File: src/design/iec_pkg.sv
package iec_pkg;

  localparam int          IEC_AW              = 8;
  localparam int          IEC_DW              = 32;

  localparam logic [7:0]  IEC_OFS_CONTROL     = 8'h00;
  localparam logic [7:0]  IEC_OFS_PENABLE1    = 8'h04;
  localparam logic [7:0]  IEC_OFS_PENABLE2    = 8'h08;
  localparam logic [7:0]  IEC_OFS_PENABLE3    = 8'h0C;
  localparam logic [7:0]  IEC_OFS_PREQUEST1   = 8'h10;
  localparam logic [7:0]  IEC_OFS_PREQUEST2   = 8'h14;
  localparam logic [7:0]  IEC_OFS_PREQUEST3   = 8'h18;
  localparam logic [7:0]  IEC_OFS_OPTION      = 8'h1C;
  localparam logic [7:0]  IEC_OFS_SH_W        = 8'h40;
  localparam logic [7:0]  IEC_OFS_SH_STATUS   = 8'h44;
  localparam logic [7:0]  IEC_OFS_SH_BSR      = 8'h48;
  localparam logic [7:0]  IEC_OFS_SH_FSR0     = 8'h4C;
  localparam logic [7:0]  IEC_OFS_SH_FSR1     = 8'h50;
  localparam logic [7:0]  IEC_OFS_SH_PC_HIGH_LATCH   = 8'h54;

  localparam int          IEC_BIT_GIE         = 7;
  localparam int          IEC_BIT_PERIPHERAL_GROUP_ENABLE        = 6;
  localparam int          IEC_BIT_TMR0_EN     = 5;
  localparam int          IEC_BIT_EXT_EN      = 4;
  localparam int          IEC_BIT_CHG_EN      = 3;
  localparam int          IEC_BIT_TMR0_FLAG   = 2;
  localparam int          IEC_BIT_EXT_FLAG    = 1;
  localparam int          IEC_BIT_CHG_SUMMARY = 0;
  localparam int          IEC_BIT_EDGE_SEL    = 0;
  localparam int          IEC_BIT_TIMEOUT     = 4;
  localparam int          IEC_BIT_POWERDOWN   = 3;

  localparam logic [7:0]  IEC_PE1_MASK        = 8'hF3;
  localparam logic [7:0]  IEC_PE2_MASK        = 8'h20;
  localparam logic [7:0]  IEC_PE3_MASK        = 8'h70;
  localparam logic [7:0]  IEC_PR1_WMASK       = 8'hF3;
  localparam logic [7:0]  IEC_PR2_WMASK       = 8'h20;
  localparam logic [7:0]  IEC_PR3_WMASK       = 8'h00;
  localparam logic [7:0]  IEC_STATUS_SAVE     = 8'hE7;

  localparam logic [7:0]  IEC_RST_BYTE        = 8'h00;
  localparam logic [15:0] IEC_RST_WORD        = 16'h0000;
  localparam logic [15:0] IEC_VECTOR_ADDR     = 16'h0004;

  localparam int          IEC_PHASES          = 4;
  localparam logic [1:0]  IEC_PH_ONE          = 2'h0;
  localparam logic [1:0]  IEC_PH_FOUR         = 2'h3;
  localparam logic [1:0]  IEC_WAKE_CYCLES     = 2'h3;

  typedef enum logic [1:0] {
    IEC_ST_RUN   = 2'b00,
    IEC_ST_SLEEP = 2'b01,
    IEC_ST_WAKE  = 2'b10
  } iec_state_t;

endpackage

File: src/design/iec_sync2.sv
`timescale 1ns/100ps
module iec_sync2 (
  input  wire logic clk_i,
  input  wire logic reset_i,
  input  wire logic async_i,
  output logic      sync_o
);
  logic meta_r;

  always_ff @(posedge clk_i or posedge reset_i) begin
    if (reset_i) begin
      meta_r <= 1'b0;
      sync_o <= 1'b0;
    end else begin
      meta_r <= async_i;
      sync_o <= meta_r;
    end
  end
endmodule

File: src/design/iec_flag_reg.sv
`timescale 1ns/100ps
module iec_flag_reg #(
  parameter int         W     = 8,
  parameter logic [7:0] WMASK = 8'hFF
) (
  input  wire logic         clk_i,
  input  wire logic         reset_i,
  input  wire logic [W-1:0] set_i,
  input  wire logic         wr_i,
  input  wire logic [W-1:0] wdata_i,
  output logic      [W-1:0] q_o
);
  logic [W-1:0] mask;
  logic [W-1:0] q_nxt;

  assign mask = WMASK[W-1:0];

  // A hardware set in the same cycle as a software write wins, so no event is lost.
  always_comb begin
    q_nxt = q_o;
    if (wr_i) begin
      q_nxt = (q_o & ~mask) | (wdata_i & mask);
    end
    q_nxt = q_nxt | set_i;
  end

  always_ff @(posedge clk_i or posedge reset_i) begin
    if (reset_i) begin
      q_o <= '0;
    end else begin
      q_o <= q_nxt;
    end
  end
endmodule

File: src/design/iec_top.sv
`timescale 1ns/100ps
module iec_top (
  input  wire logic                     clk_i,
  input  wire logic                     reset_i,
  input  wire logic [iec_pkg::IEC_AW-1:0] avs_address_i,
  input  wire logic                     avs_read_i,
  input  wire logic                     avs_write_i,
  input  wire logic [3:0]               avs_byteenable_i,
  input  wire logic [iec_pkg::IEC_DW-1:0] avs_writedata_i,
  output logic      [iec_pkg::IEC_DW-1:0] avs_readdata_o,
  output logic                          avs_waitrequest_o,
  input  wire logic                     tmr0_evt_i,
  input  wire logic [7:0]               periph_evt1_i,
  input  wire logic [7:0]               periph_evt2_i,
  input  wire logic [7:0]               periph_evt3_i,
  input  wire logic [5:0]               change_flags_i,
  input  wire logic                     ext_pin_i,
  input  wire logic                     sleep_i,
  input  wire logic                     return_from_interrupt_instr_i,
  input  wire logic [15:0]              pc_i,
  input  wire logic [7:0]               ctx_w_i,
  input  wire logic [7:0]               ctx_status_i,
  input  wire logic [4:0]               ctx_bsr_i,
  input  wire logic [15:0]              ctx_fsr0_i,
  input  wire logic [15:0]              ctx_fsr1_i,
  input  wire logic [6:0]               ctx_pc_high_latch_i,
  output logic      [1:0]               phase_o,
  output logic                          vector_take_o,
  output logic      [15:0]              vector_pc_o,
  output logic      [15:0]              push_pc_o,
  output logic                          restore_o,
  output logic                          wake_o,
  output logic                          global_irq_enable_o,
  output logic      [7:0]               sh_w_o,
  output logic      [7:0]               sh_status_o,
  output logic      [4:0]               sh_bsr_o,
  output logic      [15:0]              sh_fsr0_o,
  output logic      [15:0]              sh_fsr1_o,
  output logic      [6:0]               sh_pc_high_latch_o
);
  import iec_pkg::*;

  logic        ack_r, wr_go, gie_r, peripheral_group_enable_r, tmr0_en_r, ext_en_r, chg_en_r, edge_sel_r;
  logic        chg_summary, ext_sync, ext_prev_r, ext_edge, periph_req, irq_any, take_nxt;
  logic [7:0]  wb, pe1_r, pe2_r, pe3_r, pr1, pr2, pr3;
  logic [1:0]  core_flags, phase_r, wake_cnt_r;
  iec_state_t  state_r;
  logic [31:0] rd_nxt;

  assign wb          = avs_writedata_i[7:0];
  assign wr_go       = avs_write_i && ack_r && avs_byteenable_i[0];
  assign chg_summary = |change_flags_i;
  assign phase_o     = phase_r;
  assign global_irq_enable_o = gie_r;
  // One wait state per access; the data register is loaded while waitrequest is high.
  assign avs_waitrequest_o = (avs_read_i || avs_write_i) && !ack_r;

  always_ff @(posedge clk_i or posedge reset_i) begin
    if (reset_i) begin
      ack_r <= 1'b0;
    end else begin
      ack_r <= (avs_read_i || avs_write_i) && !ack_r;
    end
  end

  always_comb begin
    rd_nxt = '0;
    case (avs_address_i)
      IEC_OFS_CONTROL:   rd_nxt[7:0] = {gie_r, peripheral_group_enable_r, tmr0_en_r, ext_en_r, chg_en_r, core_flags, chg_summary};
      IEC_OFS_PENABLE1:  rd_nxt[7:0] = pe1_r;
      IEC_OFS_PENABLE2:  rd_nxt[7:0] = pe2_r;
      IEC_OFS_PENABLE3:  rd_nxt[7:0] = pe3_r;
      IEC_OFS_PREQUEST1: rd_nxt[7:0] = pr1;
      IEC_OFS_PREQUEST2: rd_nxt[7:0] = pr2;
      IEC_OFS_PREQUEST3: rd_nxt[7:0] = pr3;
      IEC_OFS_OPTION:    rd_nxt[0]   = edge_sel_r;
      IEC_OFS_SH_W:      rd_nxt[7:0] = sh_w_o;
      IEC_OFS_SH_STATUS: rd_nxt[7:0] = sh_status_o;
      IEC_OFS_SH_BSR:    rd_nxt[4:0] = sh_bsr_o;
      IEC_OFS_SH_FSR0:   rd_nxt[15:0] = sh_fsr0_o;
      IEC_OFS_SH_FSR1:   rd_nxt[15:0] = sh_fsr1_o;
      IEC_OFS_SH_PC_HIGH_LATCH: rd_nxt[6:0] = sh_pc_high_latch_o;
      default:           rd_nxt = '0;
    endcase
  end

  always_ff @(posedge clk_i or posedge reset_i) begin
    if (reset_i) begin
      avs_readdata_o <= '0;
    end else if (avs_read_i && !ack_r) begin
      avs_readdata_o <= rd_nxt;
    end
  end

  // Enables clear on every reset, so nothing can vector until firmware asks for it.
  always_ff @(posedge clk_i or posedge reset_i) begin
    if (reset_i) begin
      peripheral_group_enable_r     <= 1'b0;
      tmr0_en_r  <= 1'b0;
      ext_en_r   <= 1'b0;
      chg_en_r   <= 1'b0;
      edge_sel_r <= 1'b0;
      pe1_r      <= IEC_RST_BYTE;
      pe2_r      <= IEC_RST_BYTE;
      pe3_r      <= IEC_RST_BYTE;
    end else if (wr_go) begin
      case (avs_address_i)
        IEC_OFS_CONTROL: begin
          peripheral_group_enable_r    <= wb[IEC_BIT_PERIPHERAL_GROUP_ENABLE];
          tmr0_en_r <= wb[IEC_BIT_TMR0_EN];
          ext_en_r  <= wb[IEC_BIT_EXT_EN];
          chg_en_r  <= wb[IEC_BIT_CHG_EN];
        end
        IEC_OFS_PENABLE1: pe1_r <= wb & IEC_PE1_MASK;
        IEC_OFS_PENABLE2: pe2_r <= wb & IEC_PE2_MASK;
        IEC_OFS_PENABLE3: pe3_r <= wb & IEC_PE3_MASK;
        IEC_OFS_OPTION:   edge_sel_r <= wb[IEC_BIT_EDGE_SEL];
        default: ;
      endcase
    end
  end

  // Entry clear has priority over the return and over a software write.
  always_ff @(posedge clk_i or posedge reset_i) begin
    if (reset_i) begin
      gie_r <= 1'b0;
    end else if (take_nxt) begin
      gie_r <= 1'b0;
    end else if (return_from_interrupt_instr_i) begin
      gie_r <= 1'b1;
    end else if (wr_go && avs_address_i == IEC_OFS_CONTROL) begin
      gie_r <= wb[IEC_BIT_GIE];
    end
  end

  iec_sync2 u_ext_sync (
    .clk_i   (clk_i),
    .reset_i (reset_i),
    .async_i (ext_pin_i),
    .sync_o  (ext_sync)
  );
  always_ff @(posedge clk_i or posedge reset_i) begin
    if (reset_i) begin
      ext_prev_r <= 1'b0;
    end else begin
      ext_prev_r <= ext_sync;
    end
  end

  assign ext_edge = edge_sel_r ? (ext_sync && !ext_prev_r) : (!ext_sync && ext_prev_r);

  // Flags set with no regard to any enable bit.
  iec_flag_reg #(.W(2), .WMASK(8'h03)) u_core_flags (
    .clk_i   (clk_i),
    .reset_i (reset_i),
    .set_i   ({tmr0_evt_i, ext_edge}),
    .wr_i    (wr_go && avs_address_i == IEC_OFS_CONTROL),
    .wdata_i (wb[IEC_BIT_TMR0_FLAG:IEC_BIT_EXT_FLAG]),
    .q_o     (core_flags)
  );
  iec_flag_reg #(.W(8), .WMASK(IEC_PR1_WMASK)) u_pr1 (
    .clk_i   (clk_i),
    .reset_i (reset_i),
    .set_i   (periph_evt1_i & IEC_PE1_MASK),
    .wr_i    (wr_go && avs_address_i == IEC_OFS_PREQUEST1),
    .wdata_i (wb),
    .q_o     (pr1)
  );
  iec_flag_reg #(.W(8), .WMASK(IEC_PR2_WMASK)) u_pr2 (
    .clk_i   (clk_i),
    .reset_i (reset_i),
    .set_i   (periph_evt2_i & IEC_PE2_MASK),
    .wr_i    (wr_go && avs_address_i == IEC_OFS_PREQUEST2),
    .wdata_i (wb),
    .q_o     (pr2)
  );
  // These flags are cleared by reset only, so software writes are masked out.
  iec_flag_reg #(.W(8), .WMASK(IEC_PR3_WMASK)) u_pr3 (
    .clk_i   (clk_i),
    .reset_i (reset_i),
    .set_i   (periph_evt3_i & IEC_PE3_MASK),
    .wr_i    (wr_go && avs_address_i == IEC_OFS_PREQUEST3),
    .wdata_i (wb),
    .q_o     (pr3)
  );
  assign periph_req = |(pr1 & pe1_r) || |(pr2 & pe2_r) || |(pr3 & pe3_r);
  assign irq_any = (tmr0_en_r && core_flags[1]) || (ext_en_r && core_flags[0]) ||
                   (chg_en_r && chg_summary) || (peripheral_group_enable_r && periph_req);

  always_ff @(posedge clk_i or posedge reset_i) begin
    if (reset_i) begin
      phase_r <= IEC_PH_ONE;
    end else begin
      phase_r <= (phase_r == IEC_PH_FOUR) ? IEC_PH_ONE : phase_r + 2'h1;
    end
  end
  // Requests are looked at only in phase one, whatever the instruction length.
  assign take_nxt = (state_r == IEC_ST_RUN) && (phase_r == IEC_PH_ONE) && gie_r && irq_any;

  always_ff @(posedge clk_i or posedge reset_i) begin
    if (reset_i) begin
      state_r    <= IEC_ST_RUN;
      wake_cnt_r <= 2'h0;
      wake_o     <= 1'b0;
    end else begin
      wake_o <= 1'b0;
      case (state_r)
        IEC_ST_RUN: if (sleep_i && !take_nxt) state_r <= IEC_ST_SLEEP;
        IEC_ST_SLEEP: begin
          // Wake ignores the global enable; it only decides whether a vector follows.
          if (irq_any) begin
            wake_o     <= 1'b1;
            wake_cnt_r <= 2'h0;
            state_r    <= IEC_ST_WAKE;
          end
        end
        IEC_ST_WAKE: begin
          wake_cnt_r <= wake_cnt_r + 2'h1;
          if (wake_cnt_r == IEC_WAKE_CYCLES) state_r <= IEC_ST_RUN;
        end
        default: state_r <= IEC_ST_RUN;
      endcase
    end
  end

  always_ff @(posedge clk_i or posedge reset_i) begin
    if (reset_i) begin
      vector_take_o <= 1'b0;
      vector_pc_o   <= IEC_RST_WORD;
      push_pc_o     <= IEC_RST_WORD;
      restore_o     <= 1'b0;
    end else begin
      vector_take_o <= take_nxt;
      restore_o     <= return_from_interrupt_instr_i && !take_nxt;
      if (take_nxt) begin
        vector_pc_o <= IEC_VECTOR_ADDR;
        push_pc_o   <= pc_i;
      end
    end
  end

  // Hardware save wins over a software write to the same shadow copy.
  always_ff @(posedge clk_i or posedge reset_i) begin
    if (reset_i) begin
      sh_w_o      <= IEC_RST_BYTE;
      sh_status_o <= IEC_RST_BYTE;
      sh_bsr_o    <= IEC_RST_BYTE[4:0];
      sh_fsr0_o   <= IEC_RST_WORD;
      sh_fsr1_o   <= IEC_RST_WORD;
      sh_pc_high_latch_o <= IEC_RST_BYTE[6:0];
    end else if (take_nxt) begin
      sh_w_o      <= ctx_w_i;
      sh_status_o <= ctx_status_i & IEC_STATUS_SAVE;
      sh_bsr_o    <= ctx_bsr_i;
      sh_fsr0_o   <= ctx_fsr0_i;
      sh_fsr1_o   <= ctx_fsr1_i;
      sh_pc_high_latch_o <= ctx_pc_high_latch_i;
    end else if (avs_write_i && ack_r) begin
      case (avs_address_i)
        IEC_OFS_SH_W:      if (avs_byteenable_i[0]) sh_w_o <= wb;
        IEC_OFS_SH_STATUS: if (avs_byteenable_i[0]) sh_status_o <= wb & IEC_STATUS_SAVE;
        IEC_OFS_SH_BSR:    if (avs_byteenable_i[0]) sh_bsr_o <= wb[4:0];
        IEC_OFS_SH_FSR0: begin
          if (avs_byteenable_i[0]) sh_fsr0_o[7:0] <= wb;
          if (avs_byteenable_i[1]) sh_fsr0_o[15:8] <= avs_writedata_i[15:8];
        end
        IEC_OFS_SH_FSR1: begin
          if (avs_byteenable_i[0]) sh_fsr1_o[7:0] <= wb;
          if (avs_byteenable_i[1]) sh_fsr1_o[15:8] <= avs_writedata_i[15:8];
        end
        IEC_OFS_SH_PC_HIGH_LATCH: if (avs_byteenable_i[0]) sh_pc_high_latch_o <= wb[6:0];
        default: ;
      endcase
    end
  end
endmodule

File: config.mk
export PLATFORM = sky130hd
export DESIGN_NAME = iec_top
export DESIGN_NICKNAME = d
export VERILOG_FILES = /design/src/design/iec_pkg.sv /design/src/design/iec_sync2.sv /design/src/design/iec_flag_reg.sv /design/src/design/iec_top.sv
export SDC_FILE = /design/constraint.sdc
export NUM_CORES = 1
export LEC_CHECK = 0
export ABC_AREA = 0
export BUFFER_PORTS_ARGS = -buffer_cell sky130_fd_sc_hd__buf_4
export CORE_ASPECT_RATIO = 0.7
export CORE_UTILIZATION = 44
export DETAILED_ROUTE_END_ITERATION = 10
export PLACE_DENSITY = 0.77
export REMOVE_ABC_BUFFERS = 1
export SETUP_SLACK_MARGIN = 0.02
export SYNTH_ARGS = -nofsm -noshare
export SYNTH_HDL_FRONTEND = slang
export SYNTH_SLANG_ARGS = --single-unit
File: constraint.sdc
create_clock -name clk_i -period 3.92 [get_ports clk_i]
set_clock_uncertainty 0.15 [all_clocks]
set_input_delay 0.196 -clock clk_i [delete_from_list [all_inputs] [get_ports clk_i]]
set_output_delay 0.196 -clock clk_i [all_outputs]
set_load 0.05 [all_outputs]
Word-level counts from Yosys, hierarchy flattened
Cells that the tools add are included.

word-level totals
  bits in registers = 148
  input bits = 158

cells by class
  add/subtract/negate cells = 2
  equality and inequality tests = 20
  muxes and demuxes = 44
  bitwise gates (word level) = 9
  reduce and logical (&&, ||, !) cells = 61

operator list
  kind                                            number
  two-way mux 16 bit                              6
  two-way mux 8 bit                               11
  == test 8 x 7 -> 1 bit (second input constant)  6
  one-hot mux 4 bit (12 select lines)             1
  == test 8 x 5 -> 1 bit (second input constant)  4
  two-way mux 7 bit                               4
  AND reduction 3 bit                             9
  one-hot mux 2 bit (12 select lines)             1
  OR reduction 8 bit                              3
  two-way mux 5 bit                               4
  nonzero test 2 bit                              10
  logical AND 1 bit                               18
  == test 8 x 4 -> 1 bit (second input constant)  2
  OR 8 x 6 -> 8 bit                               2
  one-hot mux 8 bit (2 select lines)              1
  two-way mux 2 bit                               6
  one-hot mux 1 bit (12 select lines)             1
  AND reduction 2 bit                             6
  one-hot mux 1 bit (9 select lines)              1
  AND 8 x 6 -> 8 bit                              1
  AND 8 x 7 -> 8 bit                              1
  AND 8 bit                                       1
  == test 8 x 3 -> 1 bit (second input constant)  1
  logical NOT 8 bit                               1
  17 further kinds                                35

Longest topological paths before layout
  word-level depth = 11
  mapped depth = 9
  gate-level depth less buffers = 5

Cells and area by module
From an unflattened synthesis, not the netlist that was laid out.

second synthesis, totals
  cells, all modules = 642
  area, all modules = 7659.8 um^2

modules (own cells, without submodules)
  module                        instances  cells an instance  area each (um^2)  sequential area each (um^2)
  iec_top                       1          573                6675.2            2952.8
  iec_flag_reg at u_pr1         1          24                 330.3             200.2
  iec_flag_reg at u_pr2         1          18                 262.8             200.2
  iec_flag_reg at u_pr3         1          17                 254.0             200.2
  iec_flag_reg at u_core_flags  1          7                  83.8              50.0
  iec_sync2                     1          3                  53.8              50.0

Worst setup path after synthesis
OpenSTA, ideal clock, no wires.

  path kind = input port to flip-flop
  start = in avs_address_i[5] in the netlist's numbering
  end = reg sh_fsr1_o[10]
  data arrival time = 2020 ps
  data required time = 3645 ps
  slack = 1625 ps
  cell stages on the path = 9
  buffers on the path = 4
  cell sequence = buf_2 nor4bb_1 buf_2 and2_1 buf_2 and4_1 buf_2 mux2_2 mux2_2

between the ends
  longest elaborated chain between the ends = 3

RTL lines
  what                                  line            RTL
  start, declared                       iec_top.sv:5    input wire logic [iec_pkg::IEC_AW-1:0] avs_address_i,
  == test 8 x 7 -> 1 bit                iec_top.sv:259  case (avs_address_i)
  nonzero test 2 bit (no source line)   -
  AND reduction 3 bit (no source line)  -
  end signal, assigned                  iec_top.sv:256  sh_fsr1_o <= ctx_fsr1_i;
  end signal, assigned                  iec_top.sv:269  if (avs_byteenable_i[1]) sh_fsr1_o[15:8] <= avs_writedata_i[15:8];
  end, declared                         iec_top.sv:38   output logic [15:0] sh_fsr1_o,

Every way passes these cells.
A chain may end at the register's enable or synchronous reset.

Worst setup path in the final report
  start = reg u_core_flags.q_o[1]
  end = reg sh_fsr1_o[13]

between the ends
  longest elaborated chain between the ends = 7
  elaborated cells on any way between the ends = 10

RTL lines
  what                                  line                RTL
  start, declared                       iec_flag_reg.sv:11  output logic [W-1:0] q_o
  start signal, assigned                iec_flag_reg.sv:31  q_o <= q_nxt;
  logical AND 1 bit *                   iec_top.sv:187      assign irq_any = (tmr0_en_r && core_flags[1]) || (ext_en_r && core_flags[0]) ||
  logical OR 1 bit * (2 in series)      iec_top.sv:187
  logical OR 1 bit *                    iec_top.sv:188      (chg_en_r && chg_summary) || (peripheral_group_enable_r && periph_req);
  logical AND 1 bit *                   iec_top.sv:198      assign take_nxt = (state_r == IEC_ST_RUN) && (phase_r == IEC_PH_ONE) && gie_r && irq_any;
  nonzero test 2 bit (no source line)   -
  AND reduction 3 bit (no source line)  -

Mark *: on every way between the ends. The rest lies on a longest branch, timed or not.

==> results.md <==
- # setup viols final: 0
- Tightest Hold Check Type: in2reg
- Die width: approximately 150 um
- Initial Utilization: 0.451
- Post-synth top cells: 143 x mux2_2, 132 x dfrtp_1, 45 x nand2_1
- DR pass1 iterations: 8
- Leakage: just under 5 nW
- FMAX: 302 MHz
- H-tree lvl count: 4
- Flops & latches, synth: 132
- Seq/Total Area, Yosys: 0.473
- Post-CTS setup buffers: 0
- WL per Instance: between 15 and 20 um
- CTS root buffer: clkbuf_16
- Mapped Cells: slightly below 600
- CTS buffer count: 17
- Grt total ovfl: 0
- I/O Buffers: approximately 220
- TritonCTS clock tree: built
- Vias per cell: 5.33
- GP Congestion: between 0.9 and 1
- WP data required: between 4000 and 5000 ps
- Synth Cell Area: approximately 0.0070 mm^2
- RSZ-0062 raised after global routing: no
- Top-count cell post-synth: mux2_2
- Outcome: finished with violations
- Worst R2R Start: u_core_flags.q_o[1]$_DFF_PP0_
- Fin crit share: 0.845
- Vias: 6045
- Initial antenna violation count: 0
- Slack of the critical path: between 600 and 700 ps
- # DRC: 19
- Area grow syn2layout: 50.7%
- DP Worst Slack: a little under 1000 ps
- CTS clock-pin slew for the worst setup and hold paths: ~60 ps
- Critical Path End Type: register
- CTS max path bufs: 2
- Share of post-route cells with drive strength above 1: 0.465
- Pin count of the biggest net entering global routing: 95
- PwrDens: roughly 400 mW/mm^2
- Reg2Reg Depth: 5
- I/O Pins: 289
- Critical path class: reg2reg
- Max-Cap Viols: 0
- Vias in the first global route: just over 6000
- Antenna Nets Post-Route: 0
- Share of flip-flops with an asynchronous set or reset: 1.00
- 1st-iter DRT viols: 364
- Ant diodes: 0
- Worst Max-Slew Pin Slew: ~1100 ps
- Top-area cell type share of the netlist area: 0.473
- Clock Sinks: approximately 130
- Failing checks: design-rule violations
- Worst skew pair latency: approximately 400 ps
- Hold Crit Endpoint: sh_fsr1_o[10]$_DFFE_PP0P_
- EDFF count, synth: 0
- # resized after CTS: 0
- Hold path start: avs_writedata_i[10]
- Die Ht: roughly 110 um
- Worst Path Max Fanout: 44
- Setup total negative slack: 0 ps
- Dpl hpwl: roughly 15000 um
- FF-to-FF setup slack: just over 600 ps
- Final hold viol count: 0
- Final min period: around 3300 ps
- VDD IR max: 0.280 mV
- Avg Synthesized Cell Area: between 10 and 15 um^2
- Arrival @ worst endpoint: approximately 3500 ps
- FP Rows: 38
- Crit start category: register
- Area leader, netlist: dfrtp_1
- Die area: 0.0164 mm^2
- R2r endpoint: sh_fsr1_o[13]$_DFFE_PP0P_
- Number of fill cells: between 1000 and 1500
- Core Area: between 0.015 and 0.02 mm^2
- Yosys cell types: 62
- Ys Warns: 0
- Max-slew headroom: 0.274
- Worst Hold Depth: 3
- Tot GR Track Use: 0.270
- Nets@finish: roughly 1100
- Synth Flop Type: dfrtp_1
- Total power: 4.14 mW
- Synth area leaders: dfrtp_1 47%, mux2_2 23%, buf_4 3.8%, mux2_4 2.6%, nand2_1 2.4%
- Global-route wire length before repair: between 30000 and 40000 um
- Pins Over Slew Limit: 0
- Final wirelength: between 20000 and 25000 um
## power by group
group / leakage (nW) / switching (mW) / internal, mW
sequential: 1.58 / 0.0586 / 1.43
combinational: 2.92 / 0.490 / 0.342
clock: 0.324 / 0.607 / 1.21
## stage by stage
step                hold slack, ps  std cells  utilization  cell area (um^2)
global route                  8.78       1134        0.679             10500
CTS                           1.26       1132        0.677             10500
detailed placement             159        987        0.561              8690
finish                        10.8       1134        0.679             10500
floorplan                     77.4        554            -              6680
global placement               160        987        0.561              8690
## layout by cell type (no fill, tap or decap), types with 12 or more instances in the layout
cell type and n:
a22oi_1 22, mux2_2 143, nand2_1 45, nand3_1 18, mux2_4 12, nor2_1 18
dlygate4sd3_1 115, clkbuf_16 17, conb_1 33, o21ai_0 19, buf_4 233, dfrtp_1 132
## area by class of cell
class                      instances  area, um^2  share of cell area
timing repair buffer             348        2900               0.276
inverter                           7        31.3             0.00297
sequential                       132        3300               0.314
clock inverter                    12         228              0.0216
multi-input combinational        415        3360               0.319
clock buffer                      20         447              0.0425
tap                              200         250              0.0238
## timing repair
item                                    4_1_cts  5_1_grt
endpoints found under the setup margin        0        0
hold endpoints to repair                    192        2
hold buffers                                113        2
## worst max-delay path, stage by stage (launching register included)
cell	delay, ps
dfrtp_1	400
a222oi_1	860
a2111o_2	290
buf_4	490
mux2_2	420
dlygate4sd3_1	550
## cells by family after synthesis
kind of cell,share of synthesized area
buf+inv,0.0640
mux,0.270
flops,0.473
xor+xnor,0.00125
simple gates,0.104
compound gates,0.0815
other cells,0.000537
fa+ha+maj,0.00538
## registers in the layout (all words and copies together) (netlist names), 3 cells and up
name                cells
avs_readdata_o         16
push_pc_o              16
sh_fsr0_o              16
sh_fsr1_o              16
sh_w_o                  8
sh_pc_high_latch_o      7
pe1_r                   6
sh_status_o             6
u_pr1.q_o               6
sh_bsr_o                5
pe3_r                   3
u_pr3.q_o               3
## per-layer routing
metal	GRT usage	up-vias	wire [um]
met3	0.0833	27	2080
met2	0.409	327	9740
met1	0.371	2933	9740
met4	0.0815	0	363
met5	0	-	0
li1	-	2758	-
## worst max-delay path by stage
stage	depth (start not counted)	to	slack, ps	from
after floorplan	1	ack_r$_DFF_PP0_	50	reset_i
after global placement	7	push_pc_o[9]$_DFFE_PP0P_	1020	change_flags_i[3]
after detailed placement	7	push_pc_o[2]$_DFFE_PP0P_	990	change_flags_i[3]
after CTS	5	sh_fsr0_o[13]$_DFFE_PP0P_	740	u_core_flags.q_o[1]$_DFF_PP0_
after global routing	5	sh_fsr0_o[14]$_DFFE_PP0P_	500	u_core_flags.q_o[1]$_DFF_PP0_
final	5	sh_fsr1_o[13]$_DFFE_PP0P_	610	u_core_flags.q_o[1]$_DFF_PP0_
(Power assumes the default switching activity.)
